`src/rtl/mmd_pkg.sv`:
```
`default_nettype none
package mmd_pkg;
   // ------------------------------------------------------------
   // Address map
   // ------------------------------------------------------------
   localparam logic [15:0] RF_END = 16'h00FF;
   localparam logic [15:0] RAM_END = 16'h0FFF;
   localparam logic [15:0] PF_BASE = 16'h1000;
   localparam logic [15:0] PF_END = 16'h10FF;
   localparam logic [15:0] EE_BASE = 16'h1F00;
   localparam logic [15:0] EE_END = 16'h1FFF;
   localparam logic [15:0] CSL_BASE = 16'h2000;
   localparam logic [15:0] CSL_END = 16'h3FFF;
   localparam logic [15:0] CSH_BASE = 16'h8000;
   localparam logic [15:0] ROM_BASE = 16'h7000;
   localparam logic [15:0] ROM_END = 16'h7FFF;
   localparam logic [15:0] ROM_RSV_LO = 16'h7FE0;
   localparam logic [15:0] ROM_RSV_HI = 16'h7FEB;
   localparam logic [15:0] REG_A_ADDR = 16'h0000;
   localparam logic [15:0] REG_B_ADDR = 16'h0001;
   localparam logic [15:0] EE_PROTECT_ADDR = 16'h1F00;
   localparam logic [15:0] EPROM_CTL_ADDR = 16'h101C;
   localparam logic [15:0] PORTD_FN_A_ADDR = 16'h102C;
   localparam logic [15:0] PORTD_FN_B_ADDR = 16'h102D;
   localparam logic [15:0] CS_HIGH_EN_ADDR = 16'h102E;

   // ------------------------------------------------------------
   // Fields and values
   // ------------------------------------------------------------
   localparam int PF_FRAME_LSB = 4;
   localparam int EE_BLOCK_LSB = 5;
   localparam int PROG_VOLTAGE_SELECT_BIT_BIT = 6;
   localparam logic [3:0] FR_TEST = 4'h0;
   localparam logic [3:0] FR_SYS = 4'h1;
   localparam logic [3:0] FR_DIO = 4'h2;
   localparam logic [3:0] FR_PERI_LO = 4'h3;
   localparam logic [3:0] FR_PERI_HI = 4'h7;
   localparam logic [3:0] FR_EXT_LO = 4'hC;
   localparam logic [7:0] SP_RESET = 8'h01;
   localparam logic [7:0] BYTE_ZERO = 8'h00;
   localparam logic [1:0] LAT_FAST = 2'h1;
   localparam logic [1:0] LAT_SLOW = 2'h2;

   // ------------------------------------------------------------
   // Types
   // ------------------------------------------------------------
   typedef enum logic [3:0] {
      MMD_REG_FILE, MMD_RAM, MMD_PF_TEST, MMD_PF_SYS, MMD_PF_DIO, MMD_PF_PERI,
      MMD_PF_RSVD, MMD_PF_EXT, MMD_EEPROM, MMD_PROG, MMD_EXT, MMD_NONE
   } mmd_region_t;
endpackage
`default_nettype wire

```
`src/rtl/mmd_decoder.sv`:
```
// Function
// - Register-file accesses as registers take one cycle, other uses two.
// - Reset clears only register A and B locations.
// - Low-power states leave register file and RAM untouched.
// - RAM above first 256 bytes is general memory, two-cycle access.
// - Frame 1 holds system and nonvolatile programming control.
// - Frame 2 holds digital I/O configuration registers.
// - Frames 3-7 internal peripherals; frames 8-11 reserved.
// - Frames 12-15 go external on expansion parts.
// - EEPROM page at top ending 1FFFh, protect byte first.
// - Eight 32-byte blocks per page, protect bit blocks writes.
// - EEPROM reads take two cycles.
// - Program ROM accesses take two cycles.
// - EPROM writes only with programming voltage and select bit.
// - Programming voltage overrides all EEPROM protection in microcomputer mode.
// - Mode pin sampled during reset selects the memory mode on parts with program memory.
// - Twelve volts in single-chip mode gives protect override.
// - Expansion mode: port A data, B/C address, D control.
// - Separate buses; unused port pins stay general I/O.
// - Each port D pin selects chip-select, strobe or I/O.
// - Stack pointer pre-increments on push, post-decrements on pop; resets to 01h.
// - Chip selects fire, each only if enabled, for 2000h-3FFFh and 8000h-FFFFh.
`default_nettype none
module mmd_decoder (
   // Clock and reset
   input wire logic i_clk,
   input wire logic i_rst_b,
   // Mode pin level and programming-voltage detect
   input wire logic i_mode_select_pin,
   input wire logic i_prog_voltage,
   // Part options
   input wire logic i_has_expansion,
   input wire logic i_has_prog_mem,
   // CPU access request
   input wire logic i_req,
   input wire logic i_wr,
   input wire logic i_reg_access,
   input wire logic [15:0] i_addr,
   input wire logic [7:0] i_wdata,
   input wire logic i_halt,
   // Stack operations
   input wire logic i_push,
   input wire logic i_pop,
   input wire logic i_load_sp,
   input wire logic [7:0] i_sp_data,
   // Access result
   output logic o_done,
   output logic o_write_ok,
   output logic o_clear_ab,
   output logic [3:0] o_region,
   output logic o_ext_strobe_b,
   output logic [7:0] o_stack_pointer,
   output logic [7:0] o_protect,
   // Mode and port roles
   output logic o_uproc_mode,
   output logic o_protect_override_state,
   output logic o_expansion_active,
   output logic [15:0] o_ext_addr,
   output logic [7:0] o_ext_data,
   output logic o_ext_data_oe,
   output logic [7:0] o_portd_fn_a,
   output logic [7:0] o_portd_fn_b,
   // Chip selects
   output logic o_low_region_select_1,
   output logic o_low_region_select_2,
   output logic o_high_region_select_1,
   output logic o_high_region_select_2,
   output logic o_high_region_select_3
);
   // ------------------------------------------------------------
   // Pin synchroniser (three stages, second and third must agree)
   // ------------------------------------------------------------
   logic [2:0] mc_sync_r;
   logic [2:0] mc_sync_nxt;
   logic [2:0] vpp_sync_r;
   logic [2:0] vpp_sync_nxt;
   logic mc_lvl_r;
   logic mc_lvl_nxt;
   logic vpp_lvl_r;
   logic vpp_lvl_nxt;

   always_comb begin
      mc_sync_nxt = {mc_sync_r[1:0], i_mode_select_pin};
      vpp_sync_nxt = {vpp_sync_r[1:0], i_prog_voltage};
      mc_lvl_nxt = (mc_sync_r[1] == mc_sync_r[2]) ? mc_sync_r[2] : mc_lvl_r;
      vpp_lvl_nxt = (vpp_sync_r[1] == vpp_sync_r[2]) ? vpp_sync_r[2] : vpp_lvl_r;
   end

   // No reset, so the mode pin keeps sampling while reset is held
   always_ff @(posedge i_clk) begin
      mc_sync_r <= mc_sync_nxt;
      vpp_sync_r <= vpp_sync_nxt;
      mc_lvl_r <= mc_lvl_nxt;
      vpp_lvl_r <= vpp_lvl_nxt;
   end

   // ------------------------------------------------------------
   // Region decode
   // ------------------------------------------------------------
   function automatic mmd_pkg::mmd_region_t decode_region(input logic [15:0] a,
                                                           input logic uproc,
                                                           input logic expn);
      logic [3:0] fr;
      fr = a[mmd_pkg::PF_FRAME_LSB +: 4];
      if (a <= mmd_pkg::RF_END) begin
         decode_region = mmd_pkg::MMD_REG_FILE;
      end else if (a <= mmd_pkg::RAM_END) begin
         decode_region = mmd_pkg::MMD_RAM;
      end else if (a <= mmd_pkg::PF_END) begin
         if (fr == mmd_pkg::FR_TEST) begin
            decode_region = mmd_pkg::MMD_PF_TEST;
         end else if (fr == mmd_pkg::FR_SYS) begin
            decode_region = mmd_pkg::MMD_PF_SYS;
         end else if (fr == mmd_pkg::FR_DIO) begin
            decode_region = mmd_pkg::MMD_PF_DIO;
         end else if (fr >= mmd_pkg::FR_PERI_LO && fr <= mmd_pkg::FR_PERI_HI) begin
            decode_region = mmd_pkg::MMD_PF_PERI;
         end else if (fr >= mmd_pkg::FR_EXT_LO && expn) begin
            decode_region = mmd_pkg::MMD_PF_EXT;
         end else begin
            decode_region = mmd_pkg::MMD_PF_RSVD;
         end
      end else if (a >= mmd_pkg::EE_BASE && a <= mmd_pkg::EE_END) begin
         decode_region = mmd_pkg::MMD_EEPROM;
      end else if (a >= mmd_pkg::ROM_BASE && a <= mmd_pkg::ROM_END && !uproc) begin
         decode_region = mmd_pkg::MMD_PROG;
      end else if (a >= mmd_pkg::CSL_BASE && expn) begin
         decode_region = mmd_pkg::MMD_EXT;
      end else begin
         decode_region = mmd_pkg::MMD_NONE;
      end
   endfunction

   // ------------------------------------------------------------
   // Mode capture
   // ------------------------------------------------------------
   logic uproc_r;
   logic uproc_nxt;
   logic in_reset_r;
   logic in_reset_nxt;

   always_comb begin
      uproc_nxt = uproc_r;
      in_reset_nxt = !i_rst_b;
      if (!i_rst_b) begin
         // ROM-less parts always come up as microprocessor
         uproc_nxt = mc_lvl_r || !i_has_prog_mem;
      end
   end

   always_ff @(posedge i_clk) begin
      uproc_r <= uproc_nxt;
      in_reset_r <= in_reset_nxt;
   end

   assign o_uproc_mode = uproc_r;
   assign o_clear_ab = in_reset_r && i_rst_b ? 1'b0 : !i_rst_b;
   // Programming voltage only acts in microcomputer mode
   assign o_protect_override_state = vpp_lvl_r && !uproc_r;

   // ------------------------------------------------------------
   // Control registers
   // ------------------------------------------------------------
   logic [7:0] eprom_control_reg_r;
   logic [7:0] eprom_control_reg_nxt;
   logic [7:0] fn_a_r;
   logic [7:0] fn_a_nxt;
   logic [7:0] fn_b_r;
   logic [7:0] fn_b_nxt;
   logic [4:0] cs_en_r;
   logic [4:0] cs_en_nxt;
   logic prog_voltage_select_bit;
   logic take;
   logic ee_wr_blocked;
   logic prot_wr;
   mmd_pkg::mmd_region_t region;

   assign take = i_req && !i_halt;
   assign region = decode_region(i_addr, uproc_r, i_has_expansion);
   assign prog_voltage_select_bit = eprom_control_reg_r[mmd_pkg::PROG_VOLTAGE_SELECT_BIT_BIT];

   always_comb begin
      eprom_control_reg_nxt = eprom_control_reg_r;
      fn_a_nxt = fn_a_r;
      fn_b_nxt = fn_b_r;
      cs_en_nxt = cs_en_r;
      if (take && i_wr && !uproc_r) begin
         if (i_addr == mmd_pkg::EPROM_CTL_ADDR) begin
            eprom_control_reg_nxt = i_wdata;
         end
         if (i_addr == mmd_pkg::PORTD_FN_A_ADDR) begin
            fn_a_nxt = i_wdata;
         end
         if (i_addr == mmd_pkg::PORTD_FN_B_ADDR) begin
            fn_b_nxt = i_wdata & ~fn_a_r;
         end
         if (i_addr == mmd_pkg::CS_HIGH_EN_ADDR) begin
            cs_en_nxt = i_wdata[4:0];
         end
      end
      if (uproc_r) begin
         // Microprocessor mode fixes port D to strobe signals
         fn_a_nxt = mmd_pkg::BYTE_ZERO;
         fn_b_nxt = ~mmd_pkg::BYTE_ZERO;
      end
   end

   always_ff @(posedge i_clk) begin
      if (!i_rst_b) begin
         eprom_control_reg_r <= mmd_pkg::BYTE_ZERO;
         fn_a_r <= mmd_pkg::BYTE_ZERO;
         fn_b_r <= mmd_pkg::BYTE_ZERO;
         cs_en_r <= '0;
      end else begin
         eprom_control_reg_r <= eprom_control_reg_nxt;
         fn_a_r <= fn_a_nxt;
         fn_b_r <= fn_b_nxt;
         cs_en_r <= cs_en_nxt;
      end
   end

   assign o_portd_fn_a = fn_a_r;
   assign o_portd_fn_b = fn_b_r;

   // ------------------------------------------------------------
   // EEPROM protection
   // ------------------------------------------------------------
   assign prot_wr = take && i_wr && (i_addr == mmd_pkg::EE_PROTECT_ADDR);

   mmd_ee_protect u_protect (
      .i_clk(i_clk),
      .i_rst_b(i_rst_b),
      .i_wr(prot_wr),
      .i_wdata(i_wdata),
      .i_addr(i_addr),
      .i_override(o_protect_override_state),
      .o_protect(o_protect),
      .o_blocked(ee_wr_blocked)
   );

   // ------------------------------------------------------------
   // Access sequencer
   // ------------------------------------------------------------
   typedef enum {MMD_IDLE, MMD_WAIT} mmd_acc_t;
   mmd_acc_t acc_r;
   mmd_acc_t acc_nxt;
   logic write_ok;
   logic fast;

   always_comb begin
      write_ok = 1'b1;
      unique case (region)
         mmd_pkg::MMD_EEPROM: write_ok = !ee_wr_blocked;
         mmd_pkg::MMD_PROG: write_ok = vpp_lvl_r && prog_voltage_select_bit;
         mmd_pkg::MMD_PF_TEST, mmd_pkg::MMD_PF_RSVD, mmd_pkg::MMD_NONE: write_ok = 1'b0;
         default: write_ok = 1'b1;
      endcase
   end

   assign fast = (region == mmd_pkg::MMD_REG_FILE) && i_reg_access;

   always_comb begin
      acc_nxt = acc_r;
      unique case (acc_r)
         MMD_IDLE: begin
            if (take && !fast) begin
               acc_nxt = MMD_WAIT;
            end
         end
         MMD_WAIT: begin
            acc_nxt = MMD_IDLE;
         end
      endcase
   end

   always_ff @(posedge i_clk) begin
      if (!i_rst_b) begin
         acc_r <= MMD_IDLE;
      end else begin
         acc_r <= acc_nxt;
      end
   end

   assign o_done = take && (fast || acc_r == MMD_WAIT);
   assign o_write_ok = take && i_wr && write_ok;
   assign o_region = region;

   // ------------------------------------------------------------
   // Expansion bus and chip selects
   // ------------------------------------------------------------
   logic ext_hit;
   logic expn_mode;
   logic [15:0] ext_addr_r;
   logic [15:0] ext_addr_nxt;
   logic [7:0] ext_data_r;
   logic [7:0] ext_data_nxt;

   assign expn_mode = i_has_expansion && (uproc_r || (|fn_a_r) || (|fn_b_r));
   assign ext_hit = take && (region == mmd_pkg::MMD_EXT || region == mmd_pkg::MMD_PF_EXT);
   assign o_expansion_active = expn_mode;

   always_comb begin
      ext_addr_nxt = ext_addr_r;
      ext_data_nxt = ext_data_r;
      if (ext_hit && expn_mode) begin
         ext_addr_nxt = i_addr;
         ext_data_nxt = i_wdata;
      end
   end

   always_ff @(posedge i_clk) begin
      if (!i_rst_b) begin
         ext_addr_r <= '0;
         ext_data_r <= mmd_pkg::BYTE_ZERO;
      end else begin
         ext_addr_r <= ext_addr_nxt;
         ext_data_r <= ext_data_nxt;
      end
   end

   assign o_ext_addr = ext_addr_r;
   assign o_ext_data = ext_data_r;
   assign o_ext_data_oe = ext_hit && expn_mode && i_wr;
   assign o_ext_strobe_b = !(ext_hit && expn_mode && (|fn_b_r));

   logic low_hit;
   logic high_hit;
   assign low_hit = ext_hit && i_addr >= mmd_pkg::CSL_BASE && i_addr <= mmd_pkg::CSL_END;
   assign high_hit = ext_hit && i_addr >= mmd_pkg::CSH_BASE;

   // Chip selects active low, only when chip-select function set and enabled
   assign o_low_region_select_1 = !(low_hit && fn_a_r[0] && cs_en_r[0]);
   assign o_low_region_select_2 = !(low_hit && fn_a_r[1] && cs_en_r[1]);
   assign o_high_region_select_1 = !(high_hit && fn_a_r[2] && cs_en_r[2]);
   assign o_high_region_select_2 = !(high_hit && fn_a_r[3] && cs_en_r[3]);
   assign o_high_region_select_3 = !(high_hit && fn_a_r[4] && cs_en_r[4]);

   // ------------------------------------------------------------
   // Stack pointer
   // ------------------------------------------------------------
   logic [7:0] sp_r;
   logic [7:0] sp_nxt;

   always_comb begin
      sp_nxt = sp_r;
      if (i_load_sp) begin
         sp_nxt = i_sp_data;
      end else if (i_push) begin
         sp_nxt = sp_r + 8'h01;
      end else if (i_pop) begin
         sp_nxt = sp_r - 8'h01;
      end
   end

   always_ff @(posedge i_clk) begin
      if (!i_rst_b) begin
         sp_r <= mmd_pkg::SP_RESET;
      end else begin
         sp_r <= sp_nxt;
      end
   end

   // Push writes at sp_nxt (already incremented); pop reads at sp_r
   assign o_stack_pointer = sp_r;
endmodule
`default_nettype wire

```
`src/rtl/mmd_ee_protect.sv`:
```
`default_nettype none
module mmd_ee_protect (
   // Clock and reset
   input wire logic i_clk,
   input wire logic i_rst_b,
   // Register write
   input wire logic i_wr,
   input wire logic [7:0] i_wdata,
   // Check
   input wire logic [15:0] i_addr,
   input wire logic i_override,
   // Status
   output logic [7:0] o_protect,
   output logic o_blocked
);
   logic [7:0] prot_r;
   logic [7:0] prot_nxt;

   always_comb begin
      prot_nxt = prot_r;
      if (i_wr && !o_blocked) begin
         prot_nxt = i_wdata;
      end
   end

   always_ff @(posedge i_clk) begin
      if (!i_rst_b) begin
         prot_r <= mmd_pkg::BYTE_ZERO;
      end else begin
         prot_r <= prot_nxt;
      end
   end

   // Protect byte covers eight 32-byte blocks; override lifts it
   assign o_protect = prot_r;
   assign o_blocked = prot_r[i_addr[mmd_pkg::EE_BLOCK_LSB +: 3]] && !i_override;
endmodule
`default_nettype wire

```
`config.mk`:
```
export PLATFORM = sky130hd
export DESIGN_NAME = mmd_decoder
export DESIGN_NICKNAME = d
export VERILOG_FILES = /design/src/rtl/mmd_pkg.sv /design/src/rtl/mmd_decoder.sv /design/src/rtl/mmd_ee_protect.sv
export SDC_FILE = /design/constraint.sdc
export NUM_CORES = 1
export LEC_CHECK = 0
export ABC_AREA = 1
export BUFFER_PORTS_ARGS = -buffer_cell sky130_fd_sc_hd__buf_4
export CAP_MARGIN = 25
export CORE_MARGIN = 2
export CORE_UTILIZATION = 46
export DETAILED_ROUTE_END_ITERATION = 8
export PLACE_DENSITY = 0.75
export SYNTH_ARGS = -nofsm -noshare
export SYNTH_HDL_FRONTEND = slang
export SYNTH_SLANG_ARGS = --single-unit
```
`constraint.sdc`:
```
create_clock -name i_clk -period 1.4 [get_ports i_clk]
set_input_delay 0.14 -clock i_clk [delete_from_list [all_inputs] [get_ports i_clk]]
set_output_delay 0.14 -clock i_clk [all_outputs]
set_load 0.01 [all_outputs]
```
; Word-level counts from Yosys, hierarchy flattened
; Cells that the tools add are included.
[word_totals]
regBits = 110
latch_bits = 0
ram_bits = 0
romBits = 0
in_bits = 45
output_inout_bits = 73
wordCells = 145
n_memories = 0
[classes]
add_sub_neg = 2
mul = 0
div_mod_pow = 0
magnitude_cmp = 14
eq_ne = 19
shift = 0
mux = 23
bitwise = 3
reduce_logical = 69
[ops]
columns = operator, count
row1 = "equality test 16 x 13 -> 1 bit, second input constant", 5
row2 = one-hot mux 32 bit (2 select lines), 1
row3 = 2-to-1 mux 8 bit, 6
row4 = logical AND 1 bit, 37
row5 = "equality test 32 x 1 -> 1 bit, second input constant", 1
row6 = "equality test 32 x 2 -> 1 bit, second input constant", 1
row7 = "less-or-equal comparator 16 x 13 -> 1 bit, second input constant", 2
row8 = logical NOT 32 bit, 1
row9 = 2-to-1 mux 32 bit, 1
row10 = "equality test 4 bit, second input constant", 4
row11 = ">= comparator 16 x 13 -> 1 bit, second input constant", 1
row12 = ">= comparator 16 x 14 -> 1 bit, second input constant", 1
row13 = ">= comparator 16 x 15 -> 1 bit, second input constant", 1
row14 = ">= comparator 16 bit, second input constant", 1
row15 = "less-or-equal comparator 16 x 12 -> 1 bit, second input constant", 1
row16 = "less-or-equal comparator 16 x 14 -> 1 bit, second input constant", 1
row17 = "less-or-equal comparator 16 x 15 -> 1 bit, second input constant", 1
row18 = "less-or-equal comparator 16 x 8 -> 1 bit, second input constant", 1
row19 = OR reduction 8 bit, 2
row20 = logical NOT 1 bit, 13
row21 = 2-to-1 mux 4 bit, 3
row22 = "adder 8 x 1 -> 8 bit, second input constant", 1
row23 = AND 8 bit, 1
row24 = "equality test 4 x 2 -> 1 bit, second input constant", 2
row25 = other kinds (23), 41

; Depth between registers and ports, before layout
[depth]
ltp_word = 18
ltp_mapped = 13
ltp_nobuf = 12

; Modules after synthesis
; Synthesis repeated with hierarchy kept, for this count alone.
[unflattened]
cells_unflattened = 593
hier_area_um2 = 3947.5
[by_module_without_submodules]
columns = module, instances, cells_each, area_each_um2, seq_area_each_um2
row1 = mmd_decoder, 1, 515, 3400.8, 1311.3
row2 = mmd_ee_protect, 1, 78, 546.8, 160.2

; Least setup slack after synthesis
; Ideal clock, no wire load.
[synth_timing]
kind = register -> output
startpoint = register uproc_r (netlist: o_uproc_mode)
endpoint = output port o_ext_data_oe
arrival_ns = 1.581
required_ns = 1.260
slack_ns = -0.321
stages_incl_launch_ff = 11
path_buffers = 1
path_cell_list = edfxtp_1 -> nor2_1 -> nand2_1 -> nand2_1 -> nand3_1 -> nand2_1 -> nand3_2 -> nand2_4 -> nand3_4 -> buf_6 -> nor2_1
[synth_between]
elab_chain_len = 12
word_cells_on_any_way = 16
cone_classes = eq/ne: 2 / mux: 5 / reduce/logical: 9
[synth_rtl]
columns = item, line_no
row1 = start: declaration, mmd_decoder.sv:137  ; logic uproc_r;
row2 = start signal: assignment, mmd_decoder.sv:152  ; uproc_r <= uproc_nxt;
row3 = logical NOT 1 bit, mmd_decoder.sv:125  ; end else if (a >= mmd_pkg::ROM_BASE && a <= mmd_pkg::ROM_END && !uproc) begin
row4 = logical AND 1 bit, mmd_decoder.sv:125
row5 = 2-to-1 mux 2 bit, mmd_decoder.sv:125
row6 = 2-to-1 mux 2 bit, mmd_decoder.sv:123  ; end else if (a >= mmd_pkg::EE_BASE && a <= mmd_pkg::EE_END) begin
row7 = 2-to-1 mux 4 bit, mmd_decoder.sv:109  ; end else if (a <= mmd_pkg::PF_END) begin
row8 = 2-to-1 mux 4 bit, mmd_decoder.sv:107  ; end else if (a <= mmd_pkg::RAM_END) begin
row9 = 2-to-1 mux 4 bit, mmd_decoder.sv:105  ; if (a <= mmd_pkg::RF_END) begin
row10 = equality test 4 bit / equality test 4 x 3 -> 1 bit (equally long branches), mmd_decoder.sv:299  ; assign ext_hit = take && (region == mmd_pkg::MMD_EXT || region == mmd_pkg::MMD_PF_EXT);
row11 = logical OR 1 bit, mmd_decoder.sv:299
row12 = logical AND 1 bit, mmd_decoder.sv:299
row13 = logical AND 1 bit * (2 in series), mmd_decoder.sv:323  ; assign o_ext_data_oe = ext_hit && expn_mode && i_wr;
row14 = end: declaration, mmd_decoder.sv:60  ; output logic o_ext_data_oe,
; Mark *: on every way between the ends. The rest lies on a longest branch, timed or not.

; Final worst setup path
[layout_timing]
startpoint = register uproc_r (netlist: o_uproc_mode)
endpoint = output port o_ext_strobe_b
[layout_between]
elab_chain_len = 13
word_cells_on_any_way = 17
cone_classes = eq/ne: 2 / mux: 5 / reduce/logical: 10
[layout_rtl]
columns = item, line_no
row1 = logical NOT 1 bit, mmd_decoder.sv:125
row2 = logical AND 1 bit, mmd_decoder.sv:125
row3 = 2-to-1 mux 2 bit, mmd_decoder.sv:125
row4 = 2-to-1 mux 2 bit, mmd_decoder.sv:123
row5 = 2-to-1 mux 4 bit, mmd_decoder.sv:109
row6 = 2-to-1 mux 4 bit, mmd_decoder.sv:107
row7 = 2-to-1 mux 4 bit, mmd_decoder.sv:105
row8 = equality test 4 bit / equality test 4 x 3 -> 1 bit (equally long branches), mmd_decoder.sv:299
row9 = logical OR 1 bit, mmd_decoder.sv:299
row10 = logical AND 1 bit, mmd_decoder.sv:299
row11 = logical AND 1 bit * (2 in series), mmd_decoder.sv:324  ; assign o_ext_strobe_b = !(ext_hit && expn_mode && (|fn_b_r));
row12 = logical NOT 1 bit *, mmd_decoder.sv:324
row13 = end: declaration, mmd_decoder.sv:51  ; output logic o_ext_strobe_b,
; Marks and branches as above.

==> summary.md <==
| Metric | Value |
|---|---|
| Largest delay share family, worst path | simple AND/OR/NAND/NOR gates |
| Post-synth EDFFs | 3 |
| Worst-path fanout max | 3 |
| Switching share of power | 0.306 |
| Dpl ws | -0.355 ns |
| TritonCTS clock tree | done |
| Flop-to-flop setup slack | -0.51 ns |
| Root Driver | clkbuf_8 |
| Worst EP arrival | roughly 2 ns |
| Largest net degree at the start of global routing | 27 |
| Multi-input combinational cell area | roughly 2200 um^2 |
| Layout cells sized above 1 | 0.448 |
| Detailed Route Iter0 Violations | 382 |
| Setup violators final | between 60 and 70 |
| Top cell type's share of synthesized area | 0.369 |
| Synth unique cells | 37 |
| Worst slew pin tran | 0.503 ns |
| Die width | roughly 94 um |
| Crit Path Class | reg -> out |
| Post-synthesis sequential area ratio | 0.393 |
| Routed WL | between 10000 and 15000 um |
| Clock buffer depth | 2 |
| Residual DRC | 0 |
| Final setup margin | -0.718 ns |
| Post-DP HPWL | around 9300 um |
| Cts bufs inserted | 9 |
| ANT cells | 0 |
| Final estimated routing congestion in global placement | just under 1 |
| DIE HEIGHT | approximately 94 um |
| Clk_skew | 0.0138 ns |
| Max Transition Viols Final | 0 |
| Clk pwr share | 0.332 |
| Area growth, synth to finish | 70.8% |
| GR Util All Layers | 0.294 |
| GR Overflow Total | 0 |
| Antenna violations before repair | 0 |
| HP Class | in -> reg |
| Port-buffer cells | approximately 120 |
| Filler cell count | approximately 470 |
| Clk_lat worst skew | approximately 0.36 ns |
| Top cells by area, synth | dfxtp_1, nand2_1, inv_1 |
| F_max | 472 MHz |
| Starting Density | 0.480 |
| Via density | around 5.4 |
| Net switching power | between 1.5 and 2 mW |
| MaxCap Viol Count | 0 |
| # IOs | 118 |
| Failing checks | negative setup slack |
| Leakage Power | approximately 3.2 nW |
| Core Area | approximately 7800 um^2 |
| Critical-path cell list | nor2_1 > nand2_1 > nand2_2 > nand3_2 > nand2_2 > nand3_2 > nand2_4 > buf_12 > nand3_4 > or2_4 > buf_6 |
| CP endpoint kind | primary output |
| Combinational share of power | 0.251 |
| Final Net Count | approximately 830 |
| Most frequent cells in the layout | buf_4, nand2_1, inv_1 |
| VDD IR max | 0.000681 V |
| Routed wire per std cell | roughly 17 um |
| Top cell type by total area after synthesis | dfxtp_1 |
| Buffers and inverters on the worst path | 2 |
| Synth warn | 0 |
| Vias in the first global route | approximately 4400 |
| Mapped cell area | approximately 3700 um^2 |
| PD cells | between 800 and 900 nW/um^2 |
| Cells after Synth | between 500 and 600 |
| Row count | 32 |
| #FFs+latches synth | between 70 and 80 |
| Vias post-DR | between 4000 and 5000 |
| Storage element area | between 1000 and 1500 um^2 |
| Worst path max stage delay | roughly 0.42 ns |
| WP data required | between 1 and 1.5 ns |
| Clock transition at path regs | ~0.09 ns |
| Final worst-path cycle share | 1.51 |
| # H-tree levels | 3 |
| RSZ-0062 raised after global routing | true |
| Minimum clock period after layout | roughly 2.1 ns |
| Relative slew slack | 0.662 |
| P_int | 3.67 mW |
| Syn avg cell area | a little under 7 um^2 |
| Commonest non-fill, non-tap cell in the layout | buf_4 |
| Status | complete, but fails checks |
| Sequential share of power | 0.417 |
| Crit start category | flop |
| Final ANT Viol Nets | 0 |
| Pwr Total | between 5 and 6 mW |
| Post-Syn Nets | ~610 |
| Clock sink total | 72 |
| Global-route wire length before repair | 20200 um |
| Final hold vios | 0 |
| Critical path's slowest cell | edfxtp_1 |
| Die area | a little under 9000 um^2 |
| DRT Pass-1 Iters | 5 |
| Top FF cell, synth | dfxtp_1 |
| Fraction of registers with async set/reset | 0 |
-- state kept, by name (all words and copies together) (netlist names) --
| signal | cells |
|---|---|
| mc_lvl_r | 1 |
| o_ext_addr | 16 |
| eprom_control_reg_r | 1 |
| u_protect.o_protect | 8 |
| o_stack_pointer | 8 |
| vpp_lvl_r | 1 |
| cs_en_r | 5 |
| mc_sync_r | 3 |
| vpp_sync_r | 3 |
| o_uproc_mode | 1 |
| o_ext_data | 8 |
| o_portd_fn_a | 8 |
| acc_r | 1 |
| o_portd_fn_b | 8 |
-- routing by layer --
layer	up-vias	wire, um	global-route usage
met1	2226	5790	0.362
met4	0	612	0.117
met3	59	1080	0.0457
met5	-	0	0
li1	2222	-	-
met2	256	7340	0.511
-- power by group through the flow --
stage          combinational (mW)  sequential, mW  clock [mW]
2_1_floorplan               0.481            2.28           0
3_3_place_gp                 1.04            2.24           0
3_5_place_dp                 1.06            2.24           0
4_1_cts                      1.16            2.20        1.76
5_1_grt                      1.42            2.21        1.85
6_report                     1.32            2.20        1.75
-- stage by stage --
step                cells  hold WS, ns  utilization  cell area (um^2)  setup TNS [ns]
global route          887       0.0409        0.819              6400          -29.15
detailed placement    847        0.246        0.702              5480          -18.50
CTS                   872       0.0251        0.761              5940          -14.80
finish                887       0.0385        0.819              6400          -23.99
floorplan             554        0.168            -              3840           -6.97
global placement      847        0.246        0.702              5480          -16.54
-- final timing paths --
check          startpoint                     end  cells after the start
max reg2reg  o_uproc_mode         o_portd_fn_a[0]                     11
max          o_uproc_mode          o_ext_strobe_b                     11
min reg2reg  mc_sync_r[0]            mc_sync_r[1]                      0
min            i_wdata[4]  u_protect.o_protect[4]                      3
-- cell type report --
cell class | count | area share
Clock buffer | 10 | 0.0215
Clock inverter | 6 | 0.0104
Inverter | 102 | 0.0632
Multi-Input combinational cell | 363 | 0.350
Sequential cell | 72 | 0.231
Tap cell | 102 | 0.0199
Timing Repair Buffer | 232 | 0.304
-- timing repair --
action / CTS / global route
pin swaps: 8 / 36
buffers inserted: 7 / 19
resized for setup: 57 / 96
hold buffers: 2 / 0
gates cloned: 1 / 0
hold endpoints to repair: 2 / 0
endpoints found under the setup margin: 68 / 73
-- cells by family (layout without fill, tap and decap cells) --
kind of cell    Yosys count  in the layout  share of synthesized area
fa+ha+maj                 7              7                     0.0254
flops                    72             72                      0.393
buf+inv                 119            350                      0.125
compound gates           99             99                      0.141
simple gates            253            253                      0.307
xor+xnor                  4              4                    0.00935
-- Yosys cell counts (6+ instances only) --
cell        n
ha_1        6
o21ai_0    39
nor3_1      7
clkbuf_1   11
dfxtp_1    69
inv_1      94
a21oi_1    47
nor2_1     69
inv_2       7
nand4_1    29
nand2_1   119
nand3_1    17
-- worst register-to-register path, stage by stage (launching register included) --
cell and delay [ns]:
edfxtp_1 0.42, buf_4 0.16, buf_6 0.11, buf_12 0.13, clkinv_8 0.06, buf_8 0.10
nand2_8 0.07, nor3b_4 0.27, buf_12 0.15, buf_8 0.12, nor2_4 0.03, a211oi_2 0.22
(Power assumes the default switching activity.)
